File: src/bodreg_defs.vh
// register offsets, field positions and timing constants of the supply monitor bank
`ifndef BODREG_DEFS_VH
`define BODREG_DEFS_VH

// ----------------------------------------------------------------------------
// register indices (byte address is four times the index)
// ----------------------------------------------------------------------------
`define BODREG_IDX_MODE      4'h0
`define BODREG_IDX_LEVEL     4'h1
`define BODREG_IDX_MARGIN    4'h8
`define BODREG_IDX_INTERRUPT_CONTROL   4'h9
`define BODREG_IDX_FLAGS     4'hA
`define BODREG_IDX_STATUS    4'hB
`define BODREG_IDX_UNLOCK    4'hC

// ----------------------------------------------------------------------------
// field positions
// ----------------------------------------------------------------------------
`define BODREG_RATE_BIT      4
`define BODREG_AWAKE_HI      3
`define BODREG_AWAKE_LO      2
`define BODREG_STBY_HI       1
`define BODREG_STBY_LO       0
`define BODREG_LVL_HI        2
`define BODREG_DIR_HI        2
`define BODREG_DIR_LO        1
`define BODREG_IE_BIT        0
`define BODREG_IF_BIT        0
`define BODREG_MARGIN_HI     1
`define BODREG_MARGIN_LO     0
`define BODREG_FUSE_LVL_HI   7
`define BODREG_FUSE_LVL_LO   5

// ----------------------------------------------------------------------------
// encodings
// ----------------------------------------------------------------------------
`define BODREG_MODE_OFF      2'h0
`define BODREG_MODE_CONT     2'h1
`define BODREG_MODE_SAMP     2'h2
`define BODREG_MODE_HALTWAKE 2'h3
`define BODREG_DIR_BELOW     2'h0
`define BODREG_DIR_ABOVE     2'h1
`define BODREG_DIR_CROSS     2'h2
`define BODREG_MARGIN_MAX    2'h2
`define BODREG_UNLOCK_KEY    8'hD8
`define BODREG_UNLOCK_WIN    3'h4
`define BODREG_RESP_OKAY     2'h0
`define BODREG_RESP_SLVERR   2'h2

// ----------------------------------------------------------------------------
// timing
// ----------------------------------------------------------------------------
`define BODREG_CLK_HZ        100000000
`define BODREG_FAST_HZ       1000
`define BODREG_SLOW_HZ       125
`define BODREG_FAST_CYC      (`BODREG_CLK_HZ / `BODREG_FAST_HZ)
`define BODREG_SLOW_CYC      (`BODREG_CLK_HZ / `BODREG_SLOW_HZ)

`endif

File: src/bodreg_top.v
// supply drop detector register bank with warning monitor, AXI4-Lite slave
//
// Design decision made here: the AXI4-Lite register port.
`timescale 1ns/10ps
`default_nettype none
`include "bodreg_defs.vh"

module bodreg_top #(
    parameter FAST_CYC = `BODREG_FAST_CYC,
    parameter SLOW_CYC = `BODREG_SLOW_CYC
) (
    // clock and reset
    input  wire        aclk,
    input  wire        aresetn,
    // fuse configuration
    input  wire [7:0]  fuse_cfg,
    // axi4-lite write address
    input  wire [5:0]  s_axi_awaddr,
    input  wire        s_axi_awvalid,
    output reg         s_axi_awready,
    // axi4-lite write data
    input  wire [31:0] s_axi_wdata,
    input  wire [3:0]  s_axi_wstrb,
    input  wire        s_axi_wvalid,
    output reg         s_axi_wready,
    // axi4-lite write response
    output reg  [1:0]  s_axi_bresp,
    output reg         s_axi_bvalid,
    input  wire        s_axi_bready,
    // axi4-lite read address
    input  wire [5:0]  s_axi_araddr,
    input  wire        s_axi_arvalid,
    output reg         s_axi_arready,
    // axi4-lite read data
    output reg  [31:0] s_axi_rdata,
    output reg  [1:0]  s_axi_rresp,
    output reg         s_axi_rvalid,
    input  wire        s_axi_rready,
    // power state and analog side
    input  wire        sleep_deep,
    input  wire        supply_below_warn,
    input  wire        detector_ready,
    output reg  [1:0]  detector_mode,
    output reg         detector_sample,
    output reg         monitor_enable,
    output reg  [1:0]  warning_margin,
    output reg  [2:0]  threshold_code,
    output reg         halt_execution,
    output reg         warning_irq
);

    // ------------------------------------------------------------------------
    // fuse-loaded and software registers
    // ------------------------------------------------------------------------
    reg        sample_rate_select_r;
    reg [1:0]  awake_mode_r;
    reg [1:0]  standby_mode_r;
    reg [1:0]  warning_direction_r;
    reg        warning_irq_enable_r;
    reg        warning_irq_flag_r;
    reg        warning_below_status_r;
    reg [2:0]  unlock_cnt_r;
    reg        fuse_load_r;
    reg        sleep_q_r;

    // comparator and power-state inputs are asynchronous: three stages,
    // and a change counts only once stages two and three agree
    wire [2:0] async_in = {detector_ready, sleep_deep, supply_below_warn};
    wire [2:0] synced;
    genvar     gi;

    generate
        for (gi = 0; gi < 3; gi = gi + 1) begin : g_sync
            reg [2:0] stage_r;
            reg       level_r;
            always @(posedge aclk) begin
                if (!aresetn) begin
                    stage_r <= 3'h0;
                    level_r <= 1'b0;
                end else begin
                    stage_r <= {stage_r[1:0], async_in[gi]};
                    if (stage_r[1] == stage_r[2])
                        level_r <= stage_r[2];
                end
            end
            assign synced[gi] = level_r;
        end
    endgenerate

    wire       below_r = synced[0];
    wire       deep_r  = synced[1];
    wire       ready_r = synced[2];

    // ------------------------------------------------------------------------
    // axi4-lite write path
    // ------------------------------------------------------------------------
    reg        aw_have_r;
    reg        w_have_r;
    reg [3:0]  aw_idx_r;
    reg [7:0]  w_byte_r;
    reg        w_lane_r;
    wire       wr_fire = aw_have_r && w_have_r && !s_axi_bvalid;
    wire       wr_byte = wr_fire && w_lane_r && (aw_idx_r <= `BODREG_IDX_UNLOCK);
    wire       wr_mode = wr_byte && (aw_idx_r == `BODREG_IDX_MODE);
    wire       guard_open = (unlock_cnt_r != 3'h0);

    always @(posedge aclk) begin
        if (!aresetn) begin
            aw_have_r     <= 1'b0;
            w_have_r      <= 1'b0;
            aw_idx_r      <= 4'h0;
            w_byte_r      <= 8'h00;
            w_lane_r      <= 1'b0;
            s_axi_awready <= 1'b0;
            s_axi_wready  <= 1'b0;
            s_axi_bvalid  <= 1'b0;
            s_axi_bresp   <= `BODREG_RESP_OKAY;
        end else begin
            s_axi_awready <= 1'b0;
            s_axi_wready  <= 1'b0;
            if (s_axi_awvalid && !aw_have_r && !s_axi_awready) begin
                s_axi_awready <= 1'b1;
                aw_have_r     <= 1'b1;
                aw_idx_r      <= s_axi_awaddr[5:2];
            end
            if (s_axi_wvalid && !w_have_r && !s_axi_wready) begin
                s_axi_wready <= 1'b1;
                w_have_r     <= 1'b1;
                w_byte_r     <= s_axi_wdata[7:0];
                w_lane_r     <= s_axi_wstrb[0];
            end
            if (wr_fire) begin
                aw_have_r    <= 1'b0;
                w_have_r     <= 1'b0;
                s_axi_bvalid <= 1'b1;
                // unmapped offsets answer slverr, reserved ones okay
                s_axi_bresp  <= (aw_idx_r > `BODREG_IDX_UNLOCK) ?
                                `BODREG_RESP_SLVERR : `BODREG_RESP_OKAY;
            end else if (s_axi_bvalid && s_axi_bready) begin
                s_axi_bvalid <= 1'b0;
            end
        end
    end

    // ------------------------------------------------------------------------
    // register updates
    // ------------------------------------------------------------------------
    reg        trigger;
    reg        flag_nxt;
    reg [23:0] rate_cnt_r;
    wire [1:0] wr_stby   = w_byte_r[`BODREG_STBY_HI:`BODREG_STBY_LO];
    wire [1:0] wr_lvl    = w_byte_r[`BODREG_MARGIN_HI:`BODREG_MARGIN_LO];
    wire       wr_flags  = wr_byte && (aw_idx_r == `BODREG_IDX_FLAGS);
    wire       wr_margin = wr_byte && (aw_idx_r == `BODREG_IDX_MARGIN);
    wire       wr_intctl = wr_byte && (aw_idx_r == `BODREG_IDX_INTERRUPT_CONTROL);
    wire       wr_unlock = wr_byte && (aw_idx_r == `BODREG_IDX_UNLOCK) &&
                           (w_byte_r == `BODREG_UNLOCK_KEY);
    wire       below_prev_diff = (below_r != warning_below_status_r);
    // continuous mode looks every cycle, sampled mode only on the tick
    wire       sample_now = (detector_mode != `BODREG_MODE_SAMP) ||
                            (rate_cnt_r == 24'h0);

    always @* begin
        case (warning_direction_r)
            `BODREG_DIR_BELOW: trigger = below_prev_diff && below_r;
            `BODREG_DIR_ABOVE: trigger = below_prev_diff && !below_r;
            `BODREG_DIR_CROSS: trigger = below_prev_diff;
            default:           trigger = 1'b0;
        endcase
        flag_nxt = warning_irq_flag_r;
        if (wr_flags && w_byte_r[`BODREG_IF_BIT])
            flag_nxt = 1'b0;
        // set beats clear in the same cycle so no warning is lost
        if (trigger && monitor_enable && sample_now)
            flag_nxt = 1'b1;
    end

    // read-only fields, caught from the fuses on the first clock after release
    always @(posedge aclk) begin
        if (!aresetn) begin
            fuse_load_r          <= 1'b1;
            sample_rate_select_r <= 1'b0;
            awake_mode_r         <= `BODREG_MODE_OFF;
            threshold_code       <= 3'h0;
        end else if (fuse_load_r) begin
            fuse_load_r          <= 1'b0;
            sample_rate_select_r <= fuse_cfg[`BODREG_RATE_BIT];
            awake_mode_r         <=
                fuse_cfg[`BODREG_AWAKE_HI:`BODREG_AWAKE_LO];
            threshold_code       <=
                fuse_cfg[`BODREG_FUSE_LVL_HI:`BODREG_FUSE_LVL_LO];
        end
    end

    // standby field: fuse value on the first clock after reset, then guarded software writes
    always @(posedge aclk) begin
        if (!aresetn) begin
            standby_mode_r <= `BODREG_MODE_OFF;
        end else if (fuse_load_r) begin
            standby_mode_r <=
                fuse_cfg[`BODREG_STBY_HI:`BODREG_STBY_LO];
        end else if (wr_mode && guard_open &&
                     wr_stby != `BODREG_MODE_HALTWAKE) begin
            standby_mode_r <= wr_stby;
        end
    end

    // the unlock window counts bus writes, standing in for instructions
    always @(posedge aclk) begin
        if (!aresetn) begin
            unlock_cnt_r <= 3'h0;
        end else if (wr_unlock) begin
            unlock_cnt_r <= `BODREG_UNLOCK_WIN;
        end else if (wr_fire && guard_open) begin
            unlock_cnt_r <= unlock_cnt_r - 3'h1;
        end
    end

    // reserved margin codes are dropped so the analog side never sees them
    always @(posedge aclk) begin
        if (!aresetn) begin
            warning_margin <= 2'h0;
        end else if (wr_margin && wr_lvl <= `BODREG_MARGIN_MAX) begin
            warning_margin <= wr_lvl;
        end
    end

    always @(posedge aclk) begin
        if (!aresetn) begin
            warning_irq_enable_r <= 1'b0;
            warning_direction_r  <= `BODREG_DIR_BELOW;
        end else if (wr_intctl) begin
            warning_irq_enable_r <= w_byte_r[`BODREG_IE_BIT];
            warning_direction_r  <=
                w_byte_r[`BODREG_DIR_HI:`BODREG_DIR_LO];
        end
    end

    // status only moves while the detector actually looks at the supply
    always @(posedge aclk) begin
        if (!aresetn) begin
            warning_irq_flag_r     <= 1'b0;
            warning_below_status_r <= 1'b0;
        end else begin
            warning_irq_flag_r <= flag_nxt;
            if (monitor_enable && sample_now)
                warning_below_status_r <= below_r;
        end
    end

    // ------------------------------------------------------------------------
    // detector mode, sampling and hold after wake
    // ------------------------------------------------------------------------
    always @(posedge aclk) begin
        if (!aresetn) begin
            detector_mode  <= `BODREG_MODE_OFF;
            monitor_enable <= 1'b0;
        end else begin
            if (deep_r) begin
                // a reserved standby code from the fuses keeps the detector off
                detector_mode <= (standby_mode_r == `BODREG_MODE_HALTWAKE) ?
                                 `BODREG_MODE_OFF : standby_mode_r;
            end else begin
                detector_mode <= (awake_mode_r == `BODREG_MODE_HALTWAKE) ?
                                 `BODREG_MODE_CONT : awake_mode_r;
            end
            monitor_enable <= (detector_mode != `BODREG_MODE_OFF);
        end
    end

    // a slow rate only saves power; the period comes from one counter
    always @(posedge aclk) begin
        if (!aresetn) begin
            rate_cnt_r      <= 24'h0;
            detector_sample <= 1'b0;
        end else begin
            if (rate_cnt_r == 24'h0)
                rate_cnt_r <= sample_rate_select_r ?
                              SLOW_CYC[23:0] - 24'h1 :
                              FAST_CYC[23:0] - 24'h1;
            else
                rate_cnt_r <= rate_cnt_r - 24'h1;
            detector_sample <= (detector_mode == `BODREG_MODE_SAMP) &&
                               (rate_cnt_r == 24'h0);
        end
    end

    // the hold is armed by the wake edge, so a halt never starts mid-run
    always @(posedge aclk) begin
        if (!aresetn) begin
            sleep_q_r      <= 1'b0;
            halt_execution <= 1'b0;
        end else begin
            sleep_q_r <= deep_r;
            if (sleep_q_r && !deep_r &&
                awake_mode_r == `BODREG_MODE_HALTWAKE)
                halt_execution <= 1'b1;
            else if (ready_r)
                halt_execution <= 1'b0;
        end
    end

    // built from the next flag value so the request rises with the flag
    always @(posedge aclk) begin
        if (!aresetn)
            warning_irq <= 1'b0;
        else
            warning_irq <= warning_irq_enable_r && flag_nxt;
    end

    // ------------------------------------------------------------------------
    // axi4-lite read path
    // ------------------------------------------------------------------------
    reg [7:0] rd_byte;
    always @* begin
        rd_byte = 8'h00;
        case (s_axi_araddr[5:2])
            `BODREG_IDX_MODE:    rd_byte = {3'h0, sample_rate_select_r,
                                            awake_mode_r, standby_mode_r};
            `BODREG_IDX_LEVEL:   rd_byte = {5'h00, threshold_code};
            `BODREG_IDX_MARGIN:  rd_byte = {6'h00, warning_margin};
            `BODREG_IDX_INTERRUPT_CONTROL: rd_byte = {5'h00, warning_direction_r,
                                            warning_irq_enable_r};
            `BODREG_IDX_FLAGS:   rd_byte = {7'h00, warning_irq_flag_r};
            `BODREG_IDX_STATUS:  rd_byte = {7'h00, warning_below_status_r};
            default:             rd_byte = 8'h00;
        endcase
    end

    always @(posedge aclk) begin
        if (!aresetn) begin
            s_axi_arready <= 1'b0;
            s_axi_rvalid  <= 1'b0;
            s_axi_rdata   <= 32'h00000000;
            s_axi_rresp   <= `BODREG_RESP_OKAY;
        end else begin
            s_axi_arready <= 1'b0;
            if (s_axi_arvalid && !s_axi_rvalid && !s_axi_arready) begin
                s_axi_arready <= 1'b1;
                s_axi_rvalid  <= 1'b1;
                s_axi_rdata   <= {24'h000000, rd_byte};
                s_axi_rresp   <= (s_axi_araddr[5:2] > `BODREG_IDX_UNLOCK) ?
                                 `BODREG_RESP_SLVERR : `BODREG_RESP_OKAY;
            end else if (s_axi_rvalid && s_axi_rready) begin
                s_axi_rvalid <= 1'b0;
            end
        end
    end

endmodule
`default_nettype wire

File: config.mk
export PLATFORM = sky130hd
export DESIGN_NAME = bodreg_top
export DESIGN_NICKNAME = d
export VERILOG_FILES = /design/src/bodreg_top.v
export VERILOG_INCLUDE_DIRS = /design/src
export SDC_FILE = /design/constraint.sdc
export NUM_CORES = 1
export LEC_CHECK = 0
export BUFFER_PORTS_ARGS = -buffer_cell sky130_fd_sc_hd__buf_2
export CAP_MARGIN = 20
export CORE_MARGIN = 2
export CORE_UTILIZATION = 55
export CTS_CLUSTER_SIZE = 28
export DETAILED_ROUTE_END_ITERATION = 10
export PLACE_DENSITY_LB_ADDON = 0.3
export SKIP_LAST_GASP = 1
export SYNTH_ARGS = -nofsm -noshare
export SYNTH_HDL_FRONTEND = slang
export SYNTH_SLANG_ARGS = --single-unit
File: constraint.sdc
create_clock -name aclk -period 5.6 [get_ports aclk]
set_input_delay 0.56 -clock aclk [delete_from_list [all_inputs] [get_ports aclk]]
set_output_delay 0.56 -clock aclk [all_outputs]
set_load 0.02 [all_outputs]
==> out/summary.txt, run 1 <==
Sink Count: 89
Syn. warnings: 0
part of the cycle the worst path needs: 46.9%
Max Clk Rate: 381 MHz
share of layout cells above drive strength 1: 18.4%
final hold viol count: 0
Final Setup Violations: 0
post-synth top area cell: dfxtp_1
grt total ovfl: 0
Horiz. Die Dim: 88.4 um
Hold-fix buffers, CTS: 0
# Post-CTS Setup Buffers: 0
Starting Density: 57.3%
n_diodes: 0
die area: 7810 um2
Avg Inst Size Synth: 9.37 um2
antenna violations before repair: 0
Synth async-reset ratio: 0%
Num CTS Buffers: 9
highest metal used: met4
R2R Path Start: rate_cnt_r[10]
Worst Hold Class: input pin to flop
vias per cell: 5.38
synthesized cell area: 3920 um2
Seq/Total Area, Yosys: 45.5%
chip height: 88.4 um
EDFF count, synth: 0
critical path class: flop to flop
Worst-Margin Slew: 0.922 ns
clk buf depth: 2
root buffer cell: clkbuf_8
crit path launch: rate_cnt_r[10]
number of DRC markers in iteration 0: 103
met1 wire length: 3.44 mm
Yosys cell types: 54
Final Skew: 0.00854 ns
Syn Inst Count: 418
# port buffers: 57
All-Layer GR Usage: 20.5%
critical-path maximum fanout: 22
# DRC: 0
fillers: 593
Critical Path AT: 2.83 ns
post-synth top area share: 45.5%
ys flop type: dfxtp_1
NumNets Final: 537
Worst Setup End Kind: flop
Vias: 3054
vias in the first global route: 2782
min-delay src: detector_ready
routability cong.: 0.827
RSZ-0062 raised after global routing: no
status: completed
clock-pin slew on the worst setup and hold paths: 0.09 ns
Worst slew margin: 38.3%
top cells by area, synth: dfxtp_1 (45%), mux2i_1 (7.4%), buf_4 (5.6%), a21oi_1 (4.5%), nor2_1 (4.3%)
CTS tree: built
Layout Area Growth over Synthesis: 11.5%
pin count of the biggest net entering global routing: 51
drt total wl: 7.67 mm
FF+latch count, synth: 89
total power: 1.74 mW
Pre-antenna DRT Iters: 4
pins over their slew limit: 0
Setup crit start kind: flop
Routed Antenna Nets: 0
Post-CTS Resized: 0
metal2 WL: 3.82 mm
num rows: 30
first-pass GRT wire length: 12.4 mm
Req. time, crit path: 5.81 ns
# IOs: 118
# Max-Cap Violations: 0
Routed WL per cell: 13.5 um
Worst VDD drop: 0.000226 V
H-tree depth: 3
Final Critical Period: 2.62 ns
Final HPWL DP: 5.36 mm
Clock Latency Late Sink: 0.36 ns
Core ar.: 6830 um2
metal3 WL: 297 um
Leak: 1.80 nW
power per cell area: 398 nW/um2
setup TNS: 0 ns
==> through the flow <==
step / cells / setup WS, ns / hold WS [ns] / instance area, um2 / utilization (%)
2_1_floorplan: 446 / 3.52 / 0.412 / 4020 / -
3_3_place_gp: 552 / 3.06 / 0.416 / 4140 / 60.6
3_5_place_dp: 552 / 3.02 / 0.418 / 4140 / 60.6
4_1_cts: 568 / 2.99 / 0.390 / 4370 / 63.9
5_1_grt: 568 / 2.75 / 0.399 / 4370 / 63.9
6_report: 568 / 2.98 / 0.397 / 4370 / 63.9
==> area by class of cell <==
class | instances | area [um2] | share of cell area [%]
Timing Repair Buffer | 58 | 293 | 6.70
Clock buffer | 9 | 124 | 2.84
Sequential cell | 89 | 1780 | 40.8
Clock inverter | 7 | 103 | 2.35
Multi-Input combinational cell | 296 | 1900 | 43.4
Inverter | 13 | 48.8 | 1.12
Tap cell | 96 | 120 | 2.75
==> where the power goes <==
part,internal (mW),switching [mW]
combinational,0.182,0.283
sequential,0.704,0.0734
clock,0.257,0.238
total,1.14,0.594
==> critical path, cell delays in order (launching register included) <==
cell and delay [ns]:
dfxtp_1 0.35, nor4_4 0.41, nand4_1 0.67, o31ai_1 0.96, a31oi_1 0.09
==> path summary, 6_finish.rpt <==
| kind | cells after the start | slack (ns) | to |
|---|---|---|---|
| worst max-delay path | 4 | 2.98 | rate_cnt_r[19] |
| worst max register to register | 4 | 2.98 | rate_cnt_r[19] |
| worst min register to register | 1 | 0.44 | g_sync[2].stage_r[1] |
| worst min-delay path | 2 | 0.40 | g_sync[2].stage_r[0] |
==> cells in the mapped netlist (all sizes together), types with 7 or more instances <==
master / count
or4: 10
o21ai: 11
nand2: 19
mux2i: 29
inv: 12
buf: 34
and2: 12
nor2: 45
dfxtp: 89
o31ai: 7
clkbuf: 14
xor2: 8
a21oi: 35
==> layout by cell type (no fill, tap or decap), types with 5 or more instances in the layout <==
master    synthesis  layout
dfxtp_1          89      89
buf_2             3      57
nor2_1           45      45
a21oi_1          35      35
mux2i_1          29      29
conb_1            1      29
nand2_1          19      19
inv_1            12      12
and2_1           12      12
o21ai_0          10      10
clkbuf_8          0       9
or4_1             8       8
xor2_1            8       8
o31ai_1           7       7
or3_1             6       6
nand3_1           6       6
a31oi_1           6       6
nor3_1            5       5
o41ai_1           5       5
nor4_1            5       5
nand3b_1          5       5
nand2b_1          5       5
==> kinds of logic after synthesis <==
logic type | synth area share (%)
buffers and inverters | 8.91
AO/OA/AOI/OAI | 11.6
adder cells (fa/ha/maj) | 1.28
multiplexers | 8.27
XOR/XNOR | 2.68
other | 0.0957
flip-flops | 45.5
AND/OR/NAND/NOR | 21.7
==> flip-flops by register name (all words and copies together), names as in the netlist, 2 cells and up <==
signal,cells
rate_cnt_r,24
aw_idx_r,4
g_sync.stage_r,9
warning_direction_r,2
unlock_cnt_r,3
awake_mode_r,2
detector_mode,2
threshold_code,3
standby_mode_r,2
w_byte_r,8
s_axi_rdata,5
warning_margin,2
==> per-layer routing <==
layer | vias to the layer above | GRT usage, %
li1 | 1523 | -
met1 | 1448 | 24.8
met2 | 72 | 34.4
met3 | 11 | 5.60
met4 | 0 | 8.40
met5 | - | 0
Power figures use the tool's default switching activity.
==> run 2, diff against run 1 <==
--- a/config.mk
+++ b/config.mk
@@ -6,10 +6,11 @@
 export SDC_FILE = /design/constraint.sdc
 export NUM_CORES = 1
 export LEC_CHECK = 0
+export ABC_AREA = 1
 export BUFFER_PORTS_ARGS = -buffer_cell sky130_fd_sc_hd__buf_2
 export CAP_MARGIN = 20
 export CORE_MARGIN = 2
-export CORE_UTILIZATION = 55
+export CORE_UTILIZATION = 47
 export CTS_CLUSTER_SIZE = 28
 export DETAILED_ROUTE_END_ITERATION = 10
 export PLACE_DENSITY_LB_ADDON = 0.3
==> constraint.sdc (replaced) <==
create_clock -name aclk -period 2.2 [get_ports aclk]
set_input_delay 0.22 -clock aclk [delete_from_list [all_inputs] [get_ports aclk]]
set_output_delay 0.22 -clock aclk [all_outputs]
set_load 0.02 [all_outputs]
==> run 2 against run 1 <==
Clock skew increased by 0.0030 ns. Wire length increased by 13%. Cell area increased by 4.5%. Combinational power increased to 4.4 times the previous value. Global-route usage decreased by 1.4 points. First-iteration DRC count increased by 12%.
==> out/summary.txt, run 2 <==
status: completed
n_diodes: 0
Critical Path Stages: 11
Syn Inst Count: 554
Num CTS Buffers: 9
hold path depth: 3
setup slack, reg-to-reg: 0.50 ns
first-pass GRT wire length: 14.7 mm
R2R Path End: rate_cnt_r[6]
Leak: 2.16 nW
share of layout cells above drive strength 1: 16.6%
Hold-fix buffers, CTS: 0
top-count cell post-synth: dfxtp_1
Routed WL per cell: 12.0 um
post-synth top area cell: dfxtp_1
top cells by area, synth: dfxtp_1 (43%), nand2_1 (7.9%), nor2_1 (7.1%), inv_1 (6.2%), a21oi_1 (5.3%)
Post-synth top cells: dfxtp_1 (89), nand2_1 (87), nor2_1 (78), inv_1 (68), a21oi_1 (44)
clock-pin slew on the worst setup and hold paths: 0.09 ns
Worst path max stage delay: 0.34 ns
# Max-Cap Violations: 0
root buffer cell: clkbuf_8
Final Setup Violations: 0
Worst Hold Class: input pin to flop
synthesized cell area: 4120 um2
Critical Path AT: 1.93 ns
Pre-antenna DRT Iters: 4
num rows: 34
# DRC: 0
simple-gate share of the synthesized area: 27.1%
ys flop type: dfxtp_1
CP Cell Sequence: inv_1 > ha_1 > inv_1 > nor2_1 > nand2_1 > nor2_2 > nand3_4 > nand2_4 > nand2_1 > inv_2 > a21oi_1
FF+latch count, synth: 89
post-synthesis adder-cell area fraction: 1.22%
number of DRC markers in iteration 0: 115
final hold viol count: 0
Setup crit start kind: flop
Compound-Gate Fraction of Synth Area: 12.4%
Yosys cell types: 45
mux cell area share after synthesis: 0.243%
pin count of the biggest net entering global routing: 26
vias in the first global route: 3230
Worst VDD drop: 0.000414 V
Starting Density: 47.9%
XOR/XNOR Fraction of Synth Area: 2.55%
Worst slew margin: 53.9%
Sink Count: 89
Syn. warnings: 0
largest family of logic cells by synthesized area: simple AND/OR/NAND/NOR gates
antenna violations before repair: 0
most frequent cells in the layout: dfxtp_1 (89), nand2_1 (87), nor2_1 (78)
Seq/Total Area, Yosys: 43.3%
Layout Area Growth over Synthesis: 10.8%
sequential cell area: 1780 um2
setup TNS: 0 ns
CP top delay family: simple AND/OR/NAND/NOR gates
Post-CTS Resized: 0
Final Skew: 0.0115 ns
Largest register FFs: 24
Vias: 3499
die area: 9530 um2
Multi-input gate area: 1900 um2
Routed Antenna Nets: 0
commonest non-fill, non-tap cell in the layout: dfxtp_1
Worst-Margin Slew: 0.689 ns
All-Layer GR Usage: 19.0%
min-delay src: detector_ready
vias per cell: 4.83
Req. time, crit path: 2.43 ns
critical path class: flop to flop
Finished Core Util: 53.1%
Avg Inst Size Synth: 7.43 um2
H-tree depth: 3
post-synth top area share: 43.3%
Horiz. Die Dim: 97.6 um
biggest registers after layout: rate_cnt_r x24, g_sync.stage_r x9, w_byte_r x8
fillers: 862
Clock Latency Late Sink: 0.35 ns
Worst Setup End Kind: flop
EDFF count, synth: 0
grt total ovfl: 0
pins over their slew limit: 0
CP max-delay cell: dfxtp_1
Hold EP: g_sync[2].stage_r[0]
Final Critical Period: 1.70 ns
# Post-CTS Setup Buffers: 0
routability cong.: 0.865
Synth async-reset ratio: 0%
drt total wl: 8.69 mm
reg2reg path depth: 11
Core ar.: 8590 um2
part of the cycle the worst path needs: 77.1%
Placed Area: 4390 um2
# IOs: 118
chip height: 97.6 um
NumNets Final: 682
CP bufs+invs: 3
Max Clk Rate: 590 MHz
Final HPWL DP: 6.63 mm
# port buffers: 57
critical-path maximum fanout: 13
clk buf depth: 2
R2R Path Start: rate_cnt_r[0]
Largest Register: rate_cnt_r
power per cell area: 1130 nW/um2
RSZ-0062 raised after global routing: no
CTS tree: built
post-route cell area: 4560 um2
-- run 2: power breakdown --
part	leakage [nW]	internal [mW]	switching (mW)	total, mW
Sequential	0.729	1.85	0.231	2.09
Combinational	1.35	0.697	1.36	2.05
Clock	0.0818	0.438	0.566	1.00
Total	2.16	2.99	2.15	5.14
-- run 2: area by class of cell --
| class | instances | area share (%) |
|---|---|---|
| inverters | 73 | 6.01 |
| clock buffers | 11 | 3.10 |
| flip-flops and latches | 89 | 39.1 |
| well taps | 108 | 2.96 |
| clock inverters | 4 | 0.631 |
| multi-input cells | 380 | 41.7 |
| repair buffers | 59 | 6.58 |
-- run 2: metrics by stage --
step | setup slack, ns | cells | power (mW) | hold WS, ns
floorplan | 0.846 | 582 | 3.76 | 0.318
global placement | 0.561 | 709 | 4.08 | 0.393
detailed placement | 0.521 | 709 | 4.14 | 0.399
CTS | 0.500 | 724 | 5.16 | 0.0252
global route | 0.338 | 724 | 5.55 | 0.0551
finish | 0.505 | 724 | 5.14 | 0.0418
-- run 2: cells by family after synthesis --
| family | Yosys count |
|---|---|
| adders and majority gates | 4 |
| and+or+nand+nor | 238 |
| AOI/OAI and AO/OA | 96 |
| buffers and inverters | 113 |
| muxes | 1 |
| xor gates and xnor gates | 12 |
| other | 1 |
| DFF | 89 |
-- run 2: layer usage --
| metal | global-route usage (%) | part of all wire (%) | wire length (um) |
|---|---|---|---|
| met1 | 25.4 | 48 | 4170 |
| met4 | 7.48 | 1.2 | 107 |
| met2 | 30.5 | 45 | 3930 |
| met3 | 3.81 | 5.5 | 482 |
| met5 | 0 | 0 | 0 |
-- run 2: worst max path at each step --
| stage | start | slack, ns | to |
|---|---|---|---|
| after CTS | rate_cnt_r[0] | 0.50 | rate_cnt_r[19] |
| after floorplan | rate_cnt_r[0] | 0.85 | rate_cnt_r[19] |
| after global routing | rate_cnt_r[1] | 0.34 | rate_cnt_r[19] |
| after global placement | rate_cnt_r[0] | 0.56 | rate_cnt_r[19] |
| after detailed placement | rate_cnt_r[0] | 0.52 | rate_cnt_r[19] |
| final | rate_cnt_r[0] | 0.50 | rate_cnt_r[6] |
-- run 2: worst reg2reg max path, delay by kind of cell (launching register included) --
kind / cells / cell delay [ns]
buffers and inverters: 3 / 0.20
AO/OA/AOI/OAI: 1 / 0.04
flip-flops: 1 / 0.34
AND/OR/NAND/NOR: 6 / 0.84
adder cells (fa/ha/maj): 1 / 0.15
==> run 3, diff against run 2 <==
--- a/config.mk
+++ b/config.mk
@@ -6,11 +6,11 @@
 export SDC_FILE = /design/constraint.sdc
 export NUM_CORES = 1
 export LEC_CHECK = 0
-export ABC_AREA = 1
+export ABC_AREA = 0
 export BUFFER_PORTS_ARGS = -buffer_cell sky130_fd_sc_hd__buf_2
 export CAP_MARGIN = 20
 export CORE_MARGIN = 2
-export CORE_UTILIZATION = 47
+export CORE_UTILIZATION = 51
 export CTS_CLUSTER_SIZE = 28
 export DETAILED_ROUTE_END_ITERATION = 10
 export PLACE_DENSITY_LB_ADDON = 0.3
==> constraint.sdc (replaced) <==
create_clock -name aclk -period 1.7 [get_ports aclk]
set_input_delay 0.17 -clock aclk [delete_from_list [all_inputs] [get_ports aclk]]
set_output_delay 0.17 -clock aclk [all_outputs]
set_load 0.02 [all_outputs]
==> run 3 against run 2 <==
Core utilization rose by 20 points. First-iteration DRC count fell by 17%. Hold slack got worse by 0.029 ns. Die area fell by 12%. Cell count fell by 11%. Fmax fell by 14%. Combinational power rose by 77%. Global-route usage rose by 3.7 points. Critical path depth fell by 5. Total power rose by 51%. Largest power group is now combinational logic. Wire length rose by 8.3%. Cell area rose by 17%. The run now ends with negative setup slack left.
==> out/summary.txt, run 3 (same netlist as run 1, synthesis figures left out) <==
status: finished with violations
failing checks: negative setup slack
biggest registers after layout: rate_cnt_r x24, g_sync.stage_r x9, w_byte_r x8
Num CTS Buffers: 9
Worst Hold Class: input pin to flop
CP max-delay cell: or4b_4
most frequent cells in the layout: dfxtp_1 (83), buf_2 (57), buf_4 (54)
Sink Count: 89
# DRC: 0
antenna violations before repair: 0
# Max-Cap Violations: 0
chip height: 91.6 um
CP top delay family: simple AND/OR/NAND/NOR gates
share of layout cells above drive strength 1: 39.3%
Critical Path AT: 2.28 ns
critical path class: flop to flop
Starting Density: 53.4%
Clock Latency Late Sink: 0.37 ns
first-pass GRT wire length: 15.5 mm
CP Cell Sequence: inv_2 > ha_4 > or4b_4 > or4_4 > or3_4 > a21oi_2
Placed Area: 4640 um2
Critical Path Stages: 6
Vias: 3380
setup slack after layout: -0.263 ns
num rows: 31
Core ar.: 7330 um2
Horiz. Die Dim: 91.6 um
number of DRC markers in iteration 0: 95
Final Critical Period: 1.96 ns
routability cong.: 0.887
final hold viol count: 0
Worst path max stage delay: 0.48 ns
grt total ovfl: 0
pins over their slew limit: 0
Final Setup Violations: 28
Worst VDD drop: 0.000786 V
Finished Core Util: 72.6%
Pre-antenna DRT Iters: 4
Final Skew: 0.0109 ns
Leak: 2.24 nW
Largest Register: rate_cnt_r
post-place setup slack: -0.231 ns
Setup crit start kind: flop
CP bufs+invs: 1
reg2reg path depth: 6
All-Layer GR Usage: 22.7%
part of the cycle the worst path needs: 115%
root buffer cell: clkbuf_8
hold path depth: 2
H-tree depth: 3
die area: 8400 um2
# port buffers: 57
# IOs: 118
Routed WL per cell: 14.7 um
post-route cell area: 5320 um2
Worst Setup End Kind: flop
n_diodes: 0
Largest register FFs: 24
CTS tree: built
commonest non-fill, non-tap cell in the layout: dfxtp_1
vias per cell: 5.27
power per cell area: 1460 nW/um2
setup TNS: -3.49 ns
final hold slack: 0.0124 ns
Routed Antenna Nets: 0
clk buf depth: 2
NumNets Final: 607
Layout Area Growth over Synthesis: 35.9%
vias in the first global route: 3430
pin count of the biggest net entering global routing: 19
Req. time, crit path: 2.01 ns
Final HPWL DP: 6.36 mm
RSZ-0062 raised after global routing: yes
drt total wl: 9.41 mm
clock-pin slew on the worst setup and hold paths: 0.10 ns
Max Clk Rate: 509 MHz
critical-path maximum fanout: 3
-- run 3: cell count changes in the layout (fill, tap and decap cells not counted), moves of 7 or more --
cell     delta
o21ai_0    -28
nor2_1     -35
a21oi_1    -27
mux2i_1    +28
and2_1     +12
nand2_1    -69
inv_1      -58
buf_6      +13
a21oi_2    +18
buf_4      +52
nor2_2      -9
or4_4       +7
nand3_1    -19
-- run 3: metrics by stage --
| stage | power (mW) | cells |
|---|---|---|
| 6_report | 7.75 | 641 |
| 5_1_grt | 8.16 | 641 |
| 4_1_cts | 7.09 | 638 |
| 3_5_place_dp | 5.03 | 611 |
| 3_3_place_gp | 4.93 | 611 |
| 2_1_floorplan | 4.14 | 446 |
-- run 3: what timing repair did --
item / in CTS / in global routing
hold buffers: 2 / 0
setup buffers: 8 / 5
cloned: 1 / 0
hold endpoints to repair: 2 / 0
endpoints found under the setup margin: 28 / 30
pin swaps: 10 / 20
resized for setup: 29 / 41
-- run 3: worst paths after layout --
check / to / slack, ns / from
setup reg to reg: rate_cnt_r[22] / -0.26 / rate_cnt_r[0]
hold reg to reg: g_sync[1].stage_r[1] / 0.44 / g_sync[1].stage_r[0]
setup / recovery: rate_cnt_r[22] / -0.26 / rate_cnt_r[0]
hold / removal: g_sync[2].stage_r[0] / 0.01 / detector_ready
-- run 3: layout make-up --
type / count / area [um2]
sequential: 89 / 1790
inverter: 13 / 48.8
clock buffer: 9 / 124
multi-input combinational: 296 / 2250
fill: 548 / 2010
clock inverter: 7 / 95.1
tap: 99 / 124
timing repair buffer: 128 / 887
-- run 3: report_power, final --
| part | switching [mW] | internal (mW) | leakage (nW) |
|---|---|---|---|
| logic | 1.76 | 1.87 | 1.40 |
| registers | 0.216 | 2.32 | 0.730 |
| clock network | 0.856 | 0.725 | 0.111 |
| total | 2.83 | 4.92 | 2.24 |
-- run 3: metal layers --
metal,track usage [%],vias up,part of all wire [%]
met4,9.72,0,1.9
met3,4.35,16,4.4
met1,25.8,1605,41
li1,-,1662,-
met5,0,-,0
met2,41.4,97,52
